[src/hw/reset_status_pkg.sv]
// Package of constants and types for the reset-source status and debug reset block.
package reset_status_pkg;

   // ****************************************
   // Status and force register field positions
   // ****************************************
   localparam int PowerOnBit      = 7;
   localparam int ExtPinBit       = 6;
   localparam int WatchdogBit     = 5;
   localparam int IllegalOpBit    = 4;
   localparam int IllegalAddrBit  = 3;
   localparam int LowVoltageBit   = 1;
   localparam int ForceResetBit   = 0;

   // ****************************************
   // Values
   // ****************************************
   localparam logic [7:0] StatusPorValue = 8'h82;
   localparam logic [7:0] StatusLvrValue = 8'h02;
   localparam logic [7:0] StatusClear    = 8'h00;
   localparam logic [7:0] ForceReadValue = 8'h00;
   localparam logic [7:0] StatusLiveMask = 8'hfa;

   // ****************************************
   // Types
   // ****************************************
   typedef enum logic [1:0] {
      SelNone,
      SelStatus,
      SelForce
   } regSel_t;

   // Reset causes sampled at reset entry.
   typedef struct packed {
      logic powerOn;
      logic lowVoltage;
      logic extPin;
      logic watchdog;
      logic illegalOp;
      logic illegalAddr;
   } resetCause_t;

   // Register access from the CPU or the debug link.
   typedef struct packed {
      regSel_t    sel;
      logic       wr;
      logic       rd;
      logic       fromDebug;
      logic [7:0] wdata;
   } regAccess_t;

endpackage

[src/hw/reset_cause_status.sv]
// Reset-source status register and debug-forced reset control.
`timescale 1ns/1ps

module reset_cause_status
   import reset_status_pkg::*;
(
   // Clock and reset
   input  wire logic                         clk,
   input  wire logic                         rst,
   // Reset causes present at reset entry and the options that qualify them
   input  wire reset_status_pkg::resetCause_t cause,
   input  wire logic                         lowVoltageResetEnable,
   input  wire logic                         watchdogEnableOption,
   input  wire logic                         stopAllowOption,
   input  wire logic                         backgroundModeAllow,
   input  wire logic                         stopExecuted,
   input  wire logic                         backgroundExecuted,
   // Register access
   input  wire reset_status_pkg::regAccess_t acc,
   output logic [7:0]                        rdata,
   // Control outputs
   output logic                              watchdogRestart,
   output logic                              forceReset
);
   import reset_status_pkg::*;

   // ****************************************
   // Access decoding
   // ****************************************

   // True when the access is a write aimed at the given register.
   function automatic logic writeTo(
      input regAccess_t a,
      input regSel_t    s
   );
      return a.wr && (a.sel == s);
   endfunction

   // True when the access is a read aimed at the given register.
   function automatic logic readFrom(
      input regAccess_t a,
      input regSel_t    s
   );
      return a.rd && (a.sel == s);
   endfunction

   // ****************************************
   // Cause decoding
   // ****************************************

   // Flag pattern for a reset that is neither power-on nor low-voltage.
   function automatic logic [7:0] sourceFlags(
      input logic extPin,
      input logic watchdog,
      input logic illegalOpcode,
      input logic illegalAddress
   );
      logic [7:0] flags;
      flags                 = StatusClear;
      flags[ExtPinBit]      = extPin;
      flags[WatchdogBit]    = watchdog;
      flags[IllegalOpBit]   = illegalOpcode;
      flags[IllegalAddrBit] = illegalAddress;
      return flags & StatusLiveMask;
   endfunction

   // Picks what the reset being entered leaves behind. A debug-forced reset
   // wins over every other cause, then power-on, then an enabled low-voltage trip.
   function automatic logic [7:0] entryFlags(
      input logic       forced,
      input logic       powerOn,
      input logic       lowVoltage,
      input logic [7:0] others
   );
      logic [7:0] flags;
      if (forced) begin
         flags = StatusClear;
      end else if (powerOn) begin
         flags = StatusPorValue;
      end else if (lowVoltage) begin
         flags = StatusLvrValue;
      end else begin
         flags = others;
      end
      return flags & StatusLiveMask;
   endfunction

   // ****************************************
   // Cause qualification
   // ****************************************

   logic       illegalOp;
   logic       wdogCause;
   logic       lvCause;
   logic [7:0] otherFlags;

   // Stop and background instructions only count as illegal while not allowed.
   assign illegalOp = cause.illegalOp
                      | (stopExecuted & ~stopAllowOption)
                      | (backgroundExecuted & ~backgroundModeAllow);

   // A disabled watchdog can never be named as the source of a reset.
   assign wdogCause = cause.watchdog & watchdogEnableOption;

   // A supply dip only counts while the low-voltage reset is enabled.
   assign lvCause = cause.lowVoltage & lowVoltageResetEnable;

   assign otherFlags = sourceFlags(cause.extPin,
                                   wdogCause,
                                   illegalOp,
                                   cause.illegalAddr);

   // ****************************************
   // Forced-reset memory
   // ****************************************

   logic forceReq;
   logic forceSeen_q;
   logic forceSeen_d;

   // Only the debug link may force a reset, and only with the control bit set.
   assign forceReq = writeTo(acc, SelForce)
                     & acc.fromDebug
                     & acc.wdata[ForceResetBit];

   // The request is kept through the system reset that it triggers, so that the
   // flags are cleared whatever the other causes show; it lapses at release.
   // Reset must already be high at the edge that ends the force pulse.
   // Power-on drops it, since the memory holds no defined value before then.
   always_comb begin
      forceSeen_d = forceReq;
      if (rst) begin
         forceSeen_d = forceSeen_q & ~cause.powerOn;
      end
   end

   always_ff @(posedge clk) begin
      forceSeen_q <= forceSeen_d;
   end

   // ****************************************
   // Status flags
   // ****************************************

   logic [7:0] status_q;
   logic [7:0] status_d;

   // The flags have no reset value of their own: they are loaded on every edge
   // while reset is held, so the last edge of reset decides what software sees.
   // Outside reset nothing, writes included, alters them.
   always_comb begin
      status_d = status_q;
      if (rst) begin
         status_d = entryFlags(forceSeen_q, cause.powerOn, lvCause, otherFlags);
      end
   end

   always_ff @(posedge clk) begin
      status_q <= status_d;
   end

   // ****************************************
   // Read data
   // ****************************************

   logic [7:0] rdata_q;
   logic [7:0] rdata_d;

   // Unmapped reads and reads during reset return zero.
   always_comb begin
      rdata_d = 8'h00;
      if (!rst) begin
         if (readFrom(acc, SelStatus)) begin
            rdata_d = status_q & StatusLiveMask;
         end else if (readFrom(acc, SelForce)) begin
            rdata_d = ForceReadValue;
         end
      end
   end

   always_ff @(posedge clk) begin
      rdata_q <= rdata_d;
   end

   // ****************************************
   // Control pulses
   // ****************************************

   logic restart_q;
   logic restart_d;
   logic force_q;
   logic force_d;

   // Each pulse lasts one cycle per accepted write; nothing is taken during reset.
   always_comb begin
      restart_d = 1'b0;
      force_d   = 1'b0;
      if (!rst) begin
         restart_d = writeTo(acc, SelStatus);
         force_d   = forceReq;
      end
   end

   always_ff @(posedge clk) begin
      restart_q <= restart_d;
      force_q   <= force_d;
   end

   // ****************************************
   // Outputs
   // ****************************************

   assign rdata           = rdata_q;
   assign watchdogRestart = restart_q;
   assign forceReset      = force_q;

endmodule

[config.mk]
export PLATFORM = sky130hd
export DESIGN_NAME = reset_cause_status
export DESIGN_NICKNAME = d
export VERILOG_FILES = /design/src/hw/reset_status_pkg.sv /design/src/hw/reset_cause_status.sv
export SDC_FILE = /design/constraint.sdc
export NUM_CORES = 1
export LEC_CHECK = 0
export BUFFER_PORTS_ARGS = -buffer_cell sky130_fd_sc_hd__buf_4
export CORE_MARGIN = 2
export CORE_UTILIZATION = 41
export DETAILED_ROUTE_END_ITERATION = 10
export PLACE_DENSITY_LB_ADDON = 0.12
export SLEW_MARGIN = 0
export SYNTH_ARGS = -nofsm -noshare
export SYNTH_HDL_FRONTEND = slang
export SYNTH_SLANG_ARGS = --single-unit
[constraint.sdc]
create_clock -name clk -period 1.9 [get_ports clk]
set_input_delay 0.095 -clock clk [delete_from_list [all_inputs] [get_ports clk]]
set_output_delay 0.095 -clock clk [all_outputs]
set_load 0.005 [all_outputs]
# --- Word-level counts from Yosys, hierarchy flattened ---
# Cells that the tools add are included.
word_totals:
  regBits: 17
  input_bits: 27
  out_inout_bits: 10
  word_cells: 30
op_classes:
  n_eq_ne: 2
  muxes: 3
  n_bitwise: 13
  reduce_logical: 5
ops:
  columns: ["cell", "count"]
  rows:
  - ["8-bit two-way mux", 1]
  - ["1-bit AND", 7]
  - ["7-bit two-way mux", 1]
  - ["1-bit NOT", 4]
  - ["1-bit logical AND", 3]
  - ["3-bit OR reduction", 1]
  - ["2-bit by 1-bit == test with 1-bit output (second input constant)", 1]
  - ["2-bit == test (second input constant)", 1]
  - ["1-bit OR", 2]
  - ["2-bit OR reduction", 1]
  - ["1-bit two-way mux", 1]

# --- Depth between registers and ports, before layout ---
# Gate-level depths: netlist (run 1).
depth:
  depth_word: 6
  depth_mapped: 2
  ltp_nobuf: 2

# --- Worst setup path after synthesis (run 1) ---
# Ideal clock, no wire load.
synth_timing:
  path_kind: "flip-flop to flip-flop"
  from: "reg forceSeen_q"
  to: "reg status_q[5], data pin"
  setup_ps: 255
  t_arrival_ps: 574
  required_time_ps: 1645
  setup_slack_ps: 1070
  stages_incl_launch_ff: 3
  path_buffers: 0
  synth_period_minus_slack_ps: 830
  path_cell_list: "dfxtp_1 a211oi_2 and3_1"
synth_between:
  elab_chain_cells: 1
synth_lines:
  columns: ["element", "line", "rtl"]
  rows:
  - ["start, declared", "reset_cause_status.sv:118", "logic forceSeen_q;"]
  - ["start signal, assigned", "reset_cause_status.sv:138", "forceSeen_q <= forceSeen_d;"]
  - ["3-bit OR reduction (no source line)", null, null]
  - ["end signal, assigned", "reset_cause_status.sv:159", "status_q <= status_d;"]
  - ["end, declared", "reset_cause_status.sv:145", "logic [7:0] status_q;"]
# No other way between the ends.
# A chain may end at the register's enable or synchronous reset.

# --- Worst setup path in the final report (run 1) ---
layout_timing:
  from: "in acc[12] in the netlist's numbering"
  to: "reg rdata_q[1] (netlist: rdata[1])"
layout_between:
  elab_chain_cells: 4
layout_lines:
  columns: ["element", "line", "rtl"]
  rows:
  - ["start, declared", "reset_cause_status.sv:19", "input wire reset_status_pkg::regAccess_t acc,"]
  - ["2-bit by 1-bit == test with 1-bit output", "reset_cause_status.sv:44", "return a.rd && (a.sel == s);"]
  - ["1-bit logical AND", "reset_cause_status.sv:44", null]
  - ["1-bit NOT (no source line)", null, null]
  - ["2-bit OR reduction (no source line)", null, null]
  - ["end signal, assigned", "reset_cause_status.sv:182", "rdata_q <= rdata_d;"]
  - ["end, declared", "reset_cause_status.sv:166", "logic [7:0] rdata_q;"]
# No other way between the ends.

==> results.toml, run 1 <==
[clock_tree]
worstSkewPairLatency_ns = 0.28
cts_setup_buffers = 0
cts_buffers = 3
cts_sinks = 15
path_clk_slew_ns = 0.09
htreeDepth = 1
clk_path_buf_depth = 2
cts_tree = "yes"
cts_root_buf = "clkbuf_4"

[synthesis]
synth-xor-area-share_pct = 0
synth-seq-area-share_pct = 67.6
syn_area_per_cell_um2 = 13.0
yosysMostFrequentCell = "dfxtp_1"
synthMuxAreaShare_pct = 0
synth_simple_gate_area_share_pct = 22.8
synth_edf_count = 6
synth_seq_cells = 15
netlist_area_um2 = 533
synth_fa_ha_area_share_pct = 0
synth_commonest_cells = "9 x dfxtp_1, 8 x and2_1, 6 x edfxtp_1"
ys.warnings.count = 0
yosysTopAreaCellShare_pct = 33.8
synth_compound_area_share_pct = 6.10
synth_top_family_by_area = "simple AND/OR/NAND/NOR gates"
synth_top_flop_cell = "dfxtp_1"
yosysUniqueCellTypes = 17
netlist_top_cells_area = "dfxtp_1 34%, edfxtp_1 34%, and2_1 9.4%"
synthCells = 41
synthArstFlopShare_pct = 0
yosys.area.top_type = "dfxtp_1"

[timing]
finalCritPeriodShare_pct = 54.6
grt_setup_unrepaired = "false"
setup_viol = 0
drv_slew = 0
hold_viol = 0
tns_ns = 0
clock_skew_ns = 0.00638
post-route-min-period_ns = 1.04
max_freq_mhz = 964

[critical_path]
reg2reg_from = "forceSeen_q"
start_kind = "input pin"
crit_path_end = "rdata[1]"
end_kind = "flop"
crit_required_ns = 2.12
reg2reg_to = "status_q[5]"
crit_fanout = 6
crit_arrival_ns = 1.26
crit_start = "acc[12]"
reg2regPathDepth = 2
path_class = "in2reg"
ff2ff_setup_slack_ns = 0.99

[die]
fp.dieW_um = 40.1
num_rows = 12
die_area_um2 = 1600
start_util_pct = 46.1
ios = 37
coreArea_um2 = 1160
die_h_um = 40.1

[grt]
first_global_vias = 368
antenna_found_initial = 0
grt_max_degree = 10
grt-ovfl-total = 0
grt_first_pass_wirelength_mm = 1.46
grt_usage_pct = 15.1

[finish]
areaGrowthSynthToFinish_pct = 46.0
nets = 100
diodes = 0
drive_gt1_share_pct = 44.4

[route]
drtIter0Drc = 5
dr_total_vias = 398
drc = 0
wl_per_cell_um = 11.5
ant_nets = 0
routed_wl_um = 987
drtPass1Iterations = 2
vias_per_cell = 4.63

[place]
port_buffers = 27
gp_congestion = 0.680

[power]
power_density_nw_per_um2 = 747
ir_worst_vdd_v = 0.000405
total_power_w = 0.000581
p_leak_nw = 0.349

[job]
maxCapViolations = 0

[run_status]
status = "finished, final reports clean"

[hold_path]
hp-class = "in2reg"
## per-layer routing
layer	share of wire, %	vias up	routed length (µm)	GRT usage [%]
li1	-	200	-	-
met1	34	177	336	12.6
met2	57	21	566	30.2
met3	8.5	0	84	6.67
met4	0	0	0	5.17
met5	0	-	0	0
## where the power goes
part	internal, W	switching (W)	total, W
logic	0.0000383	0.0000193	0.0000576
clock network	0.0000814	0.0000941	0.000175
registers	0.000345	0.00000250	0.000348
## placed cells by master (no fill, tap or decap)
master | Yosys | final
and4bb_2 | 1 | 1
and3_1 | 1 | 1
dlygate4sd3_1 | 0 | 1
nand4b_1 | 1 | 1
nand2b_1 | 1 | 1
dfxtp_1 | 9 | 9
o22ai_1 | 1 | 1
o31a_1 | 1 | 1
nor3b_1 | 1 | 1
nor2b_1 | 3 | 3
edfxtp_1 | 6 | 6
clkbuf_1 | 0 | 1
a211oi_2 | 1 | 1
nor2_1 | 2 | 2
nand2_1 | 1 | 1
conb_1 | 1 | 2
clkbuf_4 | 0 | 3
a21oi_1 | 1 | 1
buf_4 | 2 | 27
and2_1 | 8 | 8
## worst min-delay path by stage
stage / startpoint / to / slack [ns] / cells past startpoint
2_1_floorplan: acc[12] / watchdogRestart / 0.17 / 1
3_3_place_gp: acc[12] / watchdogRestart / 0.28 / 2
3_5_place_dp: acc[12] / watchdogRestart / 0.28 / 2
4_1_cts: cause[5] / forceSeen_q / 0.008 / 2
5_1_grt: cause[5] / forceSeen_q / 0.02 / 2
6_report: cause[5] / forceSeen_q / 0.01 / 2
## repair_timing
action | 4_1_cts | 5_1_grt
hold endpoints to repair | 1 | 0
setup endpoints to repair | 0 | 0
hold buffers | 1 | 0
gates resized for setup | 0 | 0
## flip-flops by register name (all words and copies together) (netlist names)
| register | flops |
|---|---|
| rdata | 6 |
| status_q | 6 |
| forceReset | 1 |
| forceSeen_q | 1 |
| watchdogRestart | 1 |
## cell families (layout without fill, tap and decap cells)
logic type / Yosys count / count (layout)
other: 1 / 2
AO/OA/AOI/OAI: 4 / 4
flip-flops: 15 / 15
AND/OR/NAND/NOR: 19 / 19
buffers and inverters: 2 / 32
## area by class of cell
| type | count | area [µm²] |
|---|---|---|
| repair buffers | 28 | 213 |
| fillers | 102 | 378 |
| clock buffers | 4 | 26.3 |
| multi-input cells | 25 | 161 |
| well taps | 14 | 17.5 |
| flip-flops and latches | 15 | 360 |
## worst max-delay path, stage by stage
cell and delay, ns:
dlygate4sd3_1 0.54, buf_4 0.14, and4bb_2 0.34, and2_1 0.14
## through the flow
| stage | hold slack, ns | util (%) | std cells | setup WS (ns) | instance area [µm²] |
|---|---|---|---|---|---|
| finish | 0.0146 | 67.3 | 86 | 0.863 | 778 |
| global route | 0.0240 | 67.3 | 86 | 0.841 | 778 |
| CTS | 0.00764 | 67.3 | 86 | 0.873 | 778 |
| detailed placement | 0.283 | 64.2 | 81 | 1.01 | 742 |
| global placement | 0.277 | 64.2 | 81 | 1.02 | 742 |
| floorplan | 0.171 | - | 42 | 1.07 | 537 |
(Power assumes the default switching activity.)
==> run 2, diff against run 1 <==
CORE_UTILIZATION = 38   (was 41)
clock period = 1 ns   (was 1.9 ns; I/O delays follow)
==> results.toml, run 2 (synthesis gave the netlist of run 1 again) <==
[run_status]
status = "finished, final reports clean"

[route]
dr_total_vias = 388
ant_nets = 0
drtPass1Iterations = 2
routed_wl_um = 890
drc = 0
drtIter0Drc = 7
wl_per_cell_um = 10.1
vias_per_cell = 4.41

[clock_tree]
cts_tree = "yes"
cts_root_buf = "clkbuf_4"
worstSkewPairLatency_ns = 0.28
htreeDepth = 1
clk_path_buf_depth = 2
path_clk_slew_ns = 0.09
cts_sinks = 15
cts_buffers = 3
cts_resized = 0
cts_setup_buffers = 0

[critical_path]
cp_slowest_cell = "dlygate4sd3_1"
start_kind = "input pin"
crit_path_end = "rdata[3]"
reg2reg_from = "forceSeen_q"
path_cells = "dlygate4sd3_1 > buf_4 > and4bb_2 > and2_1"
ff2ff_setup_slack_ns = 0.07
crit_fanout = 6
path_class = "in2reg"
reg2regPathDepth = 2
reg2reg_to = "status_q[5]"
crit_required_ns = 1.22
max_stage_delay_ns = 0.54
end_kind = "flop"
crit_start = "acc[12]"
crit_arrival_ns = 1.20

[timing]
post-route-min-period_ns = 0.974
finalCritPeriodShare_pct = 97.4
drv_slew = 0
setup_viol = 0
tns_ns = 0
grt_setup_unrepaired = "false"
hold_viol = 0
clock_skew_ns = 0.00511
max_freq_mhz = 1030

[power]
p_leak_nw = 0.353
power_density_nw_per_um2 = 1400
total_power_w = 0.00111
ir_worst_vdd_v = 0.000706

[die]
ios = 37
start_util_pct = 41.0
num_rows = 13
fp.dieW_um = 41.5
coreArea_um2 = 1300
die_area_um2 = 1720
die_h_um = 41.5

[job]
maxCapViolations = 0

[finish]
layout_common_cells = "27 x buf_4, 9 x dfxtp_1, 8 x and2_1, 6 x edfxtp_1"
diodes = 0
nets = 101
multi_input_area_um2 = 161
final_common_cell = "buf_4"
fill_cells = 121
fin_area_um2 = 790
regArea_um2 = 360
areaGrowthSynthToFinish_pct = 48.1
drive_gt1_share_pct = 43.8

[grt]
grt-ovfl-total = 0
first_global_vias = 380
grt_first_pass_wirelength_mm = 1.44
grt_max_degree = 10
antenna_found_initial = 0
grt_usage_pct = 11.4

[place]
gp_congestion = 0.644
place_area_um2 = 743
port_buffers = 27
dpl.hpwl_um = 642

[hold_path]
hp-class = "in2reg"
[run 2: cell count changes in the layout (fill, tap and decap cells not counted)]
cell,before,now
dlygate4sd3_1,1,2
[run 2: area by class of cell]
| cell class | instances | area share (%) |
|---|---|---|
| well taps | 15 | 2.38 |
| multi-input cells | 25 | 20.4 |
| repair buffers | 29 | 28.2 |
| clock buffers | 4 | 3.33 |
| flip-flops and latches | 15 | 45.6 |
[run 2: power by group]
group	internal (W)	switching, W	total [W]
clock	0.000155	0.000182	0.000336
combinational	0.0000753	0.0000362	0.000112
sequential	0.000656	0.00000378	0.000660
total	0.000886	0.000222	0.00111
[run 2: what timing repair did]
item / CTS / global route
endpoints found under the setup margin: 0 / 0
endpoints found under the hold margin: 2 / 0
hold buffers: 2 / 0
[run 2: worst max-delay path: cells and delay by family]
family                 cells  cell delay, ns
buffers and inverters      2            0.68
and+or+nand+nor            2            0.46
[run 2: per-layer routing]
| layer | routed length [µm] | GRT usage [%] | share of wire, % | vias to the layer above |
|---|---|---|---|---|
| li1 | - | - | - | 200 |
| met1 | 354 | 11.7 | 40 | 171 |
| met2 | 459 | 19.1 | 52 | 17 |
| met3 | 76 | 4.35 | 8.5 | 0 |
| met4 | 0 | 7.74 | 0 | 0 |
| met5 | 0 | 0 | 0 | - |
[run 2: how the worst min path moves through the flow]
stage	from	end	slack, ns	cells after the start
3_5_place_dp	acc[12]	watchdogRestart	0.23	2
3_3_place_gp	acc[12]	watchdogRestart	0.23	2
4_1_cts	acc[11]	watchdogRestart	0.04	2
2_1_floorplan	acc[12]	watchdogRestart	0.13	1
5_1_grt	rst	status_q[5]	0.04	1
6_report	rst	status_q[5]	0.05	1
[run 2: stage by stage]
stage | std cells | setup WS [ns] | hold WS [ns] | util (%)
2_1_floorplan | 42 | 0.170 | 0.126 | -
5_1_grt | 88 | 0.000243 | 0.0417 | 60.7
3_5_place_dp | 82 | 0.0771 | 0.234 | 57.1
6_report | 88 | 0.0258 | 0.0515 | 60.7
3_3_place_gp | 82 | 0.0983 | 0.233 | 57.1
4_1_cts | 88 | 0.0280 | 0.0414 | 60.7
